## src/rtl/usb_bist_pkg.sv

```systemverilog
/*
 * constants shared by the usb control / spare register bank and its
 * two self-test engines.
 * assumes a 50 MHz sys_clk and byte addresses on the register bus.
 */
package usb_bist_pkg;
	// ************************************************
	// register byte offsets
	// ************************************************
	localparam logic [7:0] OFF_CUSTOMER_IDENT = 8'h90;
	localparam logic [7:0] OFF_SCRATCH_ONE    = 8'h94;
	localparam logic [7:0] OFF_SCRATCH_TWO    = 8'h98;
	localparam logic [7:0] OFF_SCRATCH_THREE  = 8'h9C;
	localparam logic [7:0] OFF_USB_CTRL       = 8'hC0;
	localparam logic [7:0] OFF_IRQ_STATUS     = 8'hC4;
	localparam logic [7:0] OFF_IRQ_MASK       = 8'hC8;

	// ************************************************
	// usb control field positions
	// ************************************************
	localparam int PHY_CTRL_LSB      = 16;  // 29..16
	localparam int PHY_CTRL_W        = 14;
	localparam int PHY_EN_BIT        = 15;
	localparam int PHY_SEL_BIT       = 14;
	localparam int PHY_CUR_LSB       = 12;  // 13..12
	localparam int PHY_FAULT_BIT     = 9;
	localparam int PHY_DONE_BIT      = 8;
	localparam int FIFO_EN_BIT       = 7;
	localparam int FIFO_STAT_LSB     = 2;   // 3..2
	localparam int FIFO_FAULT_BIT    = 1;
	localparam int FIFO_DONE_BIT     = 0;

	// current field codes that aim the phy test at a port
	localparam logic [1:0] CUR_PORT1 = 2'h1;
	localparam logic [1:0] CUR_PORT2 = 2'h2;

	// ************************************************
	// reset values and interrupt layout
	// ************************************************
	localparam logic [31:0] RST_WORD = 32'h0000_0000;
	localparam int IRQ_W = 4;  // phy done, phy fault, fifo done, fifo fault

	// ************************************************
	// timing
	// ************************************************
	localparam int CLK_PERIOD_NS    = 20;
	localparam int PHY_BIST_TIME_NS = 2000;  // least run time per phy test
	localparam int PHY_BIST_CYCLES  = (PHY_BIST_TIME_NS + CLK_PERIOD_NS - 1) / CLK_PERIOD_NS;

	// fifo test progress codes
	typedef enum logic [1:0] {
		FST_IDLE  = 2'b00,
		FST_WRITE = 2'b01,
		FST_READ  = 2'b10,
		FST_END   = 2'b11
	} fifo_state_t;
endpackage : usb_bist_pkg

```

## src/rtl/phy_bist_engine.sv

```systemverilog
/*
 * runs the usb phy self-test for a fixed time on the port that the
 * current field names and keeps per-port fault results.
 * assumes the phy fail flags are driven by logic on sys_clk.
 */
`timescale 1ns/1ps
module phy_bist_engine #(
	parameter int RUN_CYCLES = usb_bist_pkg::PHY_BIST_CYCLES
) (
	input  wire logic       sys_clk,
	input  wire logic       srst,
	input  wire logic       enable,        // test runs while high
	input  wire logic [1:0] current,       // port aim code
	input  wire logic       port_select,   // 0 reports port 1, 1 port 2
	input  wire logic       port1_fail,    // phy port 1 mismatch
	input  wire logic       port2_fail,    // phy port 2 mismatch
	output logic            port1_run,     // drive phy port 1 test
	output logic            port2_run,     // drive phy port 2 test
	output logic            done,
	output logic            fault
);
	logic [15:0] cnt_r;   // cycles left in the run
	logic        busy_r;  // run in progress
	logic        f1_r;    // port 1 fault seen
	logic        f2_r;    // port 2 fault seen

	// run timer; results held until enable drops
	always_ff @(posedge sys_clk) begin
		if (srst || !enable) begin
			cnt_r  <= 16'h0000;
			busy_r <= 1'b0;
			done   <= 1'b0;
		end else if (!busy_r && !done) begin
			busy_r <= 1'b1;
			cnt_r  <= 16'(RUN_CYCLES - 1);
		end else if (busy_r && cnt_r == 16'h0000) begin
			busy_r <= 1'b0;
			done   <= 1'b1;
		end else if (busy_r) begin
			cnt_r <= cnt_r - 16'h0001;
		end
	end

	// aim the test only at the port that the current code names
	always_ff @(posedge sys_clk) begin
		if (srst) begin
			port1_run <= 1'b0;
			port2_run <= 1'b0;
		end else begin
			port1_run <= enable && busy_r && current == usb_bist_pkg::CUR_PORT1;
			port2_run <= enable && busy_r && current == usb_bist_pkg::CUR_PORT2;
		end
	end

	// per-port fault capture while that port is under test
	always_ff @(posedge sys_clk) begin
		if (srst || !enable) begin
			f1_r <= 1'b0;
			f2_r <= 1'b0;
		end else begin
			if (port1_run && port1_fail) f1_r <= 1'b1;
			if (port2_run && port2_fail) f2_r <= 1'b1;
		end
	end

	// fault shows only once done, picked by the select bit
	assign fault = done && (port_select ? f2_r : f1_r);
endmodule : phy_bist_engine

```

## src/rtl/fifo_bist_engine.sv

```systemverilog
/*
 * writes a pattern through the usb fifo memory, reads it back and
 * compares. reports progress, fault and done.
 * assumes read data returns two clocks after mem_addr: one output flop
 * in the register bank, then one clock of memory read latency.
 */
`timescale 1ns/1ps
module fifo_bist_engine #(
	parameter int DEPTH = 16,
	parameter int WIDTH = 8
) (
	input  wire logic                     sys_clk,
	input  wire logic                     srst,
	input  wire logic                     enable,
	output logic [$clog2(DEPTH)-1:0]      mem_addr,
	output logic [WIDTH-1:0]              mem_wdata,
	output logic                          mem_we,
	input  wire logic [WIDTH-1:0]         mem_rdata,
	output usb_bist_pkg::fifo_state_t     status,
	output logic                          fault,
	output logic                          done
);
	localparam int AW = $clog2(DEPTH);
	logic          chk_r;   // read address at the memory this cycle
	logic [AW-1:0] chk_a_r; // address of that data
	logic          chk2_r;   // read data due at the compare stage
	logic [AW-1:0] chk2_a_r; // address of that data

	// pattern depends on address so stuck address lines show up
	function automatic logic [WIDTH-1:0] pat(input logic [AW-1:0] a);
		pat = WIDTH'({a, ~a, a, ~a});
	endfunction : pat

	// sequencer: write all, read all, hold the end state
	always_ff @(posedge sys_clk) begin
		if (srst || !enable) begin
			status   <= usb_bist_pkg::FST_IDLE;
			mem_addr <= '0;
			mem_we   <= 1'b0;
			done     <= 1'b0;
		end else begin
			case (status)
				usb_bist_pkg::FST_IDLE: begin
					status <= usb_bist_pkg::FST_WRITE;
					mem_we <= 1'b1;
				end
				usb_bist_pkg::FST_WRITE: begin
					if (mem_addr == AW'(DEPTH - 1)) begin
						mem_we   <= 1'b0;
						mem_addr <= '0;
						status   <= usb_bist_pkg::FST_READ;
					end else begin
						mem_addr <= mem_addr + 1'b1;
					end
				end
				usb_bist_pkg::FST_READ: begin
					if (mem_addr == AW'(DEPTH - 1)) status <= usb_bist_pkg::FST_END;
					else mem_addr <= mem_addr + 1'b1;
				end
				default: begin
					if (!chk_r && !chk2_r) done <= 1'b1;
				end
			endcase
		end
	end

	assign mem_wdata = pat(mem_addr);

	// two-stage compare pipeline matches the round trip through the
	// bank's output flop and the memory's read latency
	always_ff @(posedge sys_clk) begin
		if (srst || !enable) begin
			chk_r    <= 1'b0;
			chk_a_r  <= '0;
			chk2_r   <= 1'b0;
			chk2_a_r <= '0;
			fault    <= 1'b0;
		end else begin
			chk_r    <= status == usb_bist_pkg::FST_READ;
			chk_a_r  <= mem_addr;
			chk2_r   <= chk_r;
			chk2_a_r <= chk_a_r;
			if (chk2_r && mem_rdata != pat(chk2_a_r)) fault <= 1'b1;
		end
	end
endmodule : fifo_bist_engine

```

## src/rtl/usb_bist_regs.sv

```systemverilog
/*
 * register bank: customer ident, three scratch words, the usb control
 * register with its phy and fifo self-tests, and an interrupt pair.
 * assumes an avalon-mm master with byte addresses and sys_clk at 50 MHz.
 */
// The Avalon-MM slave port was left to the implementer.
`timescale 1ns/1ps

module usb_bist_regs #(
	parameter logic [31:0] CUSTOMER_IDENT = 32'h5A5A_0001, // arbitrary value
	parameter int          PHY_CYCLES     = usb_bist_pkg::PHY_BIST_CYCLES,
	parameter int          FIFO_DEPTH     = 16,
	parameter int          FIFO_WIDTH     = 8
) (
	input  wire logic                          sys_clk,
	input  wire logic                          srst,
	// avalon-mm slave
	input  wire logic [7:0]                    address,
	input  wire logic                          read,
	input  wire logic                          write,
	input  wire logic [31:0]                   writedata,
	input  wire logic [3:0]                    byteenable,
	output logic [31:0]                        readdata,
	output logic                               waitrequest,
	output logic                               irq,
	// phy side
	output logic [13:0]                        phy_ctrl_field,
	output logic                               phy_port1_run,
	output logic                               phy_port2_run,
	input  wire logic                          phy_port1_fail,
	input  wire logic                          phy_port2_fail,
	// fifo memory side
	output logic [$clog2(FIFO_DEPTH)-1:0]      fifo_mem_addr,
	output logic [FIFO_WIDTH-1:0]              fifo_mem_wdata,
	output logic                               fifo_mem_we,
	input  wire logic [FIFO_WIDTH-1:0]         fifo_mem_rdata
);
	// ************************************************
	// storage
	// ************************************************
	logic [31:0] scratch_r [3];        // scratch words
	logic [31:0] ctrl_r;               // writable bits of usb control
	logic [3:0]  irq_stat_r;           // sticky events
	logic [3:0]  irq_mask_r;           // 1 lets an event through
	logic [31:0] rd_nxt;               // read mux
	logic [31:0] wmask;                // byte lanes as bit mask
	logic        wr_go;                // write commits this edge
	logic        phy_done;
	logic        phy_fault;
	logic        fifo_done;
	logic        fifo_fault;
	logic [3:0]  evt_now;              // event levels
	logic [3:0]  evt_d_r;              // last cycle's levels
	logic [3:0]  evt_rise;
	usb_bist_pkg::fifo_state_t fifo_stat;
	logic [FIFO_WIDTH-1:0]     fifo_wd;
	logic [$clog2(FIFO_DEPTH)-1:0] fifo_a;
	logic                      fifo_w;
	logic                      p1_run;
	logic                      p2_run;

	// only the writable fields of usb control can be stored
	localparam logic [31:0] CTRL_WMASK = 32'h3FFF_F080;

	// ************************************************
	// bus slave
	// ************************************************
	// one wait cycle per access: waitrequest drops the cycle after a
	// request is seen, and that edge completes it
	always_ff @(posedge sys_clk) begin
		if (srst) waitrequest <= 1'b1;
		else waitrequest <= !((read || write) && waitrequest);
	end

	assign wr_go = write && !waitrequest;
	assign wmask = {{8{byteenable[3]}}, {8{byteenable[2]}},
	                {8{byteenable[1]}}, {8{byteenable[0]}}};

	// read data loaded together with the waitrequest drop
	always_ff @(posedge sys_clk) begin
		if (srst) readdata <= usb_bist_pkg::RST_WORD;
		else if (read && waitrequest) readdata <= rd_nxt;
	end

	// read mux; unmapped addresses read zero
	always_comb begin
		rd_nxt = 32'h0000_0000;
		case (address)
			usb_bist_pkg::OFF_CUSTOMER_IDENT: rd_nxt = CUSTOMER_IDENT;
			usb_bist_pkg::OFF_SCRATCH_ONE:    rd_nxt = scratch_r[0];
			usb_bist_pkg::OFF_SCRATCH_TWO:    rd_nxt = scratch_r[1];
			usb_bist_pkg::OFF_SCRATCH_THREE:  rd_nxt = scratch_r[2];
			usb_bist_pkg::OFF_USB_CTRL: begin
				rd_nxt = ctrl_r & CTRL_WMASK;
				rd_nxt[usb_bist_pkg::PHY_FAULT_BIT]  = phy_fault;
				rd_nxt[usb_bist_pkg::PHY_DONE_BIT]   = phy_done;
				rd_nxt[usb_bist_pkg::FIFO_STAT_LSB +: 2] = fifo_stat;
				rd_nxt[usb_bist_pkg::FIFO_FAULT_BIT] = fifo_fault;
				rd_nxt[usb_bist_pkg::FIFO_DONE_BIT]  = fifo_done;
			end
			usb_bist_pkg::OFF_IRQ_STATUS: rd_nxt = {28'h000_0000, irq_stat_r};
			usb_bist_pkg::OFF_IRQ_MASK:   rd_nxt = {28'h000_0000, irq_mask_r};
			default: rd_nxt = 32'h0000_0000;
		endcase
	end

	// ************************************************
	// scratch words
	// ************************************************
	// one loop entry per word; no side effects
	for (genvar g = 0; g < 3; g++) begin : g_scr
		always_ff @(posedge sys_clk) begin
			if (srst) begin
				scratch_r[g] <= usb_bist_pkg::RST_WORD;
			end else if (wr_go && address == usb_bist_pkg::OFF_SCRATCH_ONE + 8'(4 * g)) begin
				scratch_r[g] <= (scratch_r[g] & ~wmask) | (writedata & wmask);
			end
		end
	end

	// ************************************************
	// usb control
	// ************************************************
	// status bits are never stored, so writes to them have no effect
	always_ff @(posedge sys_clk) begin
		if (srst) begin
			ctrl_r <= usb_bist_pkg::RST_WORD;
		end else if (wr_go && address == usb_bist_pkg::OFF_USB_CTRL) begin
			ctrl_r <= (ctrl_r & ~(wmask & CTRL_WMASK))
			        | (writedata & wmask & CTRL_WMASK);
		end
	end

	// phy control field leaves through its own flop stage
	always_ff @(posedge sys_clk) begin
		if (srst) begin
			phy_ctrl_field <= 14'h0000;
		end else begin
			phy_ctrl_field <= ctrl_r[usb_bist_pkg::PHY_CTRL_LSB +: 14];
		end
	end

	// ************************************************
	// self-test engines
	// ************************************************
	phy_bist_engine #(
		.RUN_CYCLES (PHY_CYCLES)
	) u_phy (
		.sys_clk     (sys_clk),
		.srst        (srst),
		.enable      (ctrl_r[usb_bist_pkg::PHY_EN_BIT]),
		.current     (ctrl_r[usb_bist_pkg::PHY_CUR_LSB +: 2]),
		.port_select (ctrl_r[usb_bist_pkg::PHY_SEL_BIT]),
		.port1_fail  (phy_port1_fail),
		.port2_fail  (phy_port2_fail),
		.port1_run   (p1_run),
		.port2_run   (p2_run),
		.done        (phy_done),
		.fault       (phy_fault)
	);

	fifo_bist_engine #(
		.DEPTH (FIFO_DEPTH),
		.WIDTH (FIFO_WIDTH)
	) u_fifo (
		.sys_clk   (sys_clk),
		.srst      (srst),
		.enable    (ctrl_r[usb_bist_pkg::FIFO_EN_BIT]),
		.mem_addr  (fifo_a),
		.mem_wdata (fifo_wd),
		.mem_we    (fifo_w),
		.mem_rdata (fifo_mem_rdata),
		.status    (fifo_stat),
		.fault     (fifo_fault),
		.done      (fifo_done)
	);

	// engine outputs leave through flops; this flop plus the memory's
	// own clock puts read data two cycles after the engine's address,
	// which the engine's two-stage compare allows for
	always_ff @(posedge sys_clk) begin
		if (srst) begin
			phy_port1_run  <= 1'b0;
			phy_port2_run  <= 1'b0;
			fifo_mem_addr  <= '0;
			fifo_mem_wdata <= '0;
			fifo_mem_we    <= 1'b0;
		end else begin
			phy_port1_run  <= p1_run;
			phy_port2_run  <= p2_run;
			fifo_mem_addr  <= fifo_a;
			fifo_mem_wdata <= fifo_wd;
			fifo_mem_we    <= fifo_w;
		end
	end

	// ************************************************
	// interrupts
	// ************************************************
	assign evt_now  = {fifo_fault, fifo_done, phy_fault, phy_done};
	assign evt_rise = evt_now & ~evt_d_r;

	// edge detect on done and fault levels
	always_ff @(posedge sys_clk) begin
		if (srst) evt_d_r <= 4'h0;
		else evt_d_r <= evt_now;
	end

	// sticky status: write one clears, a new event in the same cycle wins
	always_ff @(posedge sys_clk) begin
		if (srst) begin
			irq_stat_r <= 4'h0;
		end else if (wr_go && address == usb_bist_pkg::OFF_IRQ_STATUS && byteenable[0]) begin
			irq_stat_r <= (irq_stat_r & ~writedata[3:0]) | evt_rise;
		end else begin
			irq_stat_r <= irq_stat_r | evt_rise;
		end
	end

	// mask register, plain read/write
	always_ff @(posedge sys_clk) begin
		if (srst) irq_mask_r <= 4'h0;
		else if (wr_go && address == usb_bist_pkg::OFF_IRQ_MASK && byteenable[0])
			irq_mask_r <= writedata[3:0];
	end

	// level interrupt, registered
	always_ff @(posedge sys_clk) begin
		if (srst) irq <= 1'b0;
		else irq <= |((irq_stat_r | evt_rise) & irq_mask_r);
	end
endmodule : usb_bist_regs

```

## config.mk

```make
export PLATFORM = sky130hd
export DESIGN_NAME = usb_bist_regs
export DESIGN_NICKNAME = d
export VERILOG_FILES = /design/src/rtl/usb_bist_pkg.sv /design/src/rtl/phy_bist_engine.sv /design/src/rtl/fifo_bist_engine.sv /design/src/rtl/usb_bist_regs.sv
export SDC_FILE = /design/constraint.sdc
export NUM_CORES = 1
export LEC_CHECK = 0
export ABC_AREA = 1
export BUFFER_PORTS_ARGS = -buffer_cell sky130_fd_sc_hd__buf_2
export CAP_MARGIN = 20
export CORE_AREA = 2 2 161 116
export DETAILED_ROUTE_END_ITERATION = 6
export DIE_AREA = 0 0 163 118
export HOLD_SLACK_MARGIN = 0.02
export PLACE_DENSITY = 0.79
export SYNTH_ARGS = -nofsm -noshare
export SYNTH_HDL_FRONTEND = slang
export SYNTH_SLANG_ARGS = --single-unit
```

## constraint.sdc

```tcl
create_clock -name sys_clk -period 5.32 [get_ports sys_clk]
set_clock_uncertainty 0.15 [all_clocks]
set_input_delay 1.064 -clock sys_clk [delete_from_list [all_inputs] [get_ports sys_clk]]
set_output_delay 1.064 -clock sys_clk [all_outputs]
set_load 0.03 [all_outputs]
```

==> impl_metrics.env <==
export IMPL_outcome="completed"
export IMPL_synthCells=1228
export IMPL_path_max_fanout=24
export IMPL_drc=0
export IMPL_cts_max_path_buffers=3
export IMPL_cts_tree="built"
export IMPL_dp_hpwl_um=17600
export IMPL_synthArstFlopShare_pct=0
export IMPL_coreArea_um2=17700
export IMPL_yosys_warnings=0
export IMPL_yosys_area_top_type="edfxtp_1"
export IMPL_slew_viol_final=0
export IMPL_io_pins=121
export IMPL_num_nets_final=1391
export IMPL_globalRouteOverflowTotal=0
export IMPL_leakagePower_nw=4.86
export IMPL_dieArea_um2=19200
export IMPL_max_freq_mhz=300
export IMPL_die_w_um=163
export IMPL_cts_setup_buffers=0
export IMPL_area_growth_pct=13.5
export IMPL_power_total_mw=3.50
export IMPL_relSlewSlack_pct=37.9
export IMPL_max_vdd_ir_drop_mv=0.203
export IMPL_dr_total_vias=8843
export IMPL_port_buffers=120
export IMPL_postCtsResizedCells=0
export IMPL_h_tree_depth=1
export IMPL_dp_cells=1538
export IMPL_routed_wirelength_um=26000
export IMPL_fin_crit_sh_pct=62.6
export IMPL_place_area_um2=10800
export IMPL_firstDrtPassIters=6
export IMPL_diodes=0
export IMPL_ys_ff_latch=227
export IMPL_drtIter0Drc=1089
export IMPL_r2r_cells=4
export IMPL_syn_area_per_cell_um2=8.21
export IMPL_min_period_ns=3.33
export IMPL_clk_insertion_delay_late_ns=0.51
export IMPL_stdcell_count=1577
export IMPL_synth_edf_count=96
export IMPL_placementRows=41
export IMPL_met1_usage_pct=40.7
export IMPL_maxCapViolations=0
export IMPL_grt_max_degree=45
export IMPL_hold_depth=2
export IMPL_cts_hold_buf=0
export IMPL_cp_slowest_stage_delay_ns=0.77
export IMPL_wl_per_cell_um=16.5
export IMPL_grt_met3_usage_pct=4.86
export IMPL_initial_utilization_pct=57.0
export IMPL_synthTopCellsByArea="edfxtp_1 29%, dfxtp_1 26%, nand2_1 9.3%"
export IMPL_fin_setup_tns_ns=0
export IMPL_min_path_type="reg -> reg"
export IMPL_layout_commonest_cell="nand2_1"
export IMPL_clk_pin_slew_ns=0.06
export IMPL_ys_seq_area_share_pct=54.6
export IMPL_setup_worst_path_end_class="flip-flop"
export IMPL_vias_per_cell=5.61
export IMPL_grt_pass1_wl_um=40900
export IMPL_drive_gt1_share_pct=15.1
export IMPL_grt_busiest_layer="met1"
export IMPL_drt_antenna_violating_nets=0
export IMPL_cts_buffers=22
export IMPL_critPathKind="in -> reg"
export IMPL_rr_endpoint="scratch_r[1][5]"
export IMPL_cp_cell_sequence="buf_2 > clkinv_1 > nand3_1 > buf_4 > nor2_1"
export IMPL_grt_usage_pct=26.7
export IMPL_synth_area_um2=10100
export IMPL_post_synth_top_area_fraction_pct=28.6
export IMPL_globalplace_congestion=0.905
export IMPL_hp_start="u_fifo.chk_a_r[2]"
export IMPL_cts_sinks=227
export IMPL_hold_violations=0
export IMPL_root_buffer="clkbuf_16"
export IMPL_die_h_um=118
export IMPL_required_ns=5.42
export IMPL_layout_common_cells="251 x nand2_1, 179 x nor2_1, 155 x a21oi_1"
export IMPL_ys_flop_type="dfxtp_1"
export IMPL_cp_arrival_ns=3.43
export IMPL_slowest_stage="nand3_1"
export IMPL_grt_setup_unrepaired="false"
export IMPL_worst_setup_path_start_kind="primary input"
export IMPL_synth_fp_nets=1293
export IMPL_finalSetupViolCount=0
export IMPL_postLayoutCellArea_um2=11400
export IMPL_tightest_slew_ns=0.932
export IMPL_antenna_found_initial=0
export IMPL_grt_pass1_vias=7848
export IMPL_ys_types=38
export IMPL_r2r_start="waitrequest"
export IMPL_r2r_slack_ns=2.83
export IMPL_powerDensity_nw_per_um2=305
export IMPL_whs_endpoint="u_fifo.chk2_a_r[2]"
export IMPL_grtUsageMet2_pct=39.8
kinds of logic after synthesis:
group | Yosys count | synth area share [%]
simple gates | 555 | 23.3
flops | 227 | 54.6
fa+ha+maj | 7 | 0.869
compound gates | 243 | 12.4
xor+xnor | 11 | 0.955
buf+inv | 185 | 7.89
cell usage after synthesis, types with 2 or more instances:
master,number
nand2_1,251
nor2_1,179
a21oi_1,155
dfxtp_1,131
inv_1,115
edfxtp_1,96
nand3_1,81
o21ai_1,46
o21ai_0,30
buf_2,27
clkbuf_1,16
inv_2,10
nor2_2,9
ha_1,7
nand4_1,7
buf_4,6
buf_6,6
nor2_4,6
xnor2_1,6
nand2_2,5
nor3_1,5
xor2_1,5
buf_1,4
o21bai_1,4
a31oi_1,3
and2_1,2
nand2_4,2
nor4_1,2
o22ai_2,2
or2_2,2
stage by stage:
step | setup slack (ns) | hold WS [ns] | utilization (%)
6_report | 1.99 | 0.256 | 64.7
5_1_grt | 1.86 | 0.269 | 64.7
4_1_cts | 2.03 | 0.258 | 64.7
3_5_place_dp | 1.55 | 0.251 | 60.9
3_3_place_gp | 1.68 | 0.247 | 60.8
2_1_floorplan | 0.942 | 0.244 | -
layer usage:
metal / wire [um] / vias up / part of all wire [%]
li1: - / 4207 / -
met1: 11500 / 4122 / 44
met2: 11400 / 474 / 44
met3: 2740 / 40 / 11
met4: 382 / 0 / 1.5
met5: 0 / - / 0
state kept, by name, indices dropped and copies added, names as in the netlist, 14 cells and up, named ones only:
| register | count |
|---|---|
| u_phy.cnt_r | 16 |
| readdata | 32 |
| phy_ctrl_field | 14 |
| scratch_r | 96 |
power breakdown:
| group | internal, mW | leakage (nW) | total (mW) | switching [mW] |
|---|---|---|---|---|
| Clock | 0.828 | 0.323 | 1.46 | 0.635 |
| Sequential | 1.84 | 2.05 | 1.86 | 0.0162 |
| Combinational | 0.0503 | 2.49 | 0.179 | 0.129 |
| Total | 2.72 | 4.86 | 3.50 | 0.780 |
worst max path at each step:
stage	startpoint	end	slack [ns]	cells after the start
floorplan	address[2]	scratch_r[1][0]	0.94	5
global placement	srst	scratch_r[1][6]	1.68	5
detailed placement	srst	scratch_r[1][31]	1.55	5
CTS	srst	scratch_r[1][5]	2.03	5
global route	srst	scratch_r[1][31]	1.86	5
finish	srst	scratch_r[1][5]	1.99	5
area by class of cell:
class / instances / area (um^2)
sequential: 227 / 5510
clock inverter: 3 / 18.8
multi-input combinational: 816 / 3790
fill: 1541 / 6250
inverter: 126 / 473
timing repair buffer: 133 / 718
clock buffer: 36 / 644
tap: 236 / 295
worst max-delay path: cells and delay by family:
family / cells / cell delay, ns
buffers and inverters: 3 / 1.49
AND/OR/NAND/NOR: 2 / 0.85
Power figures use the tool's default switching activity.
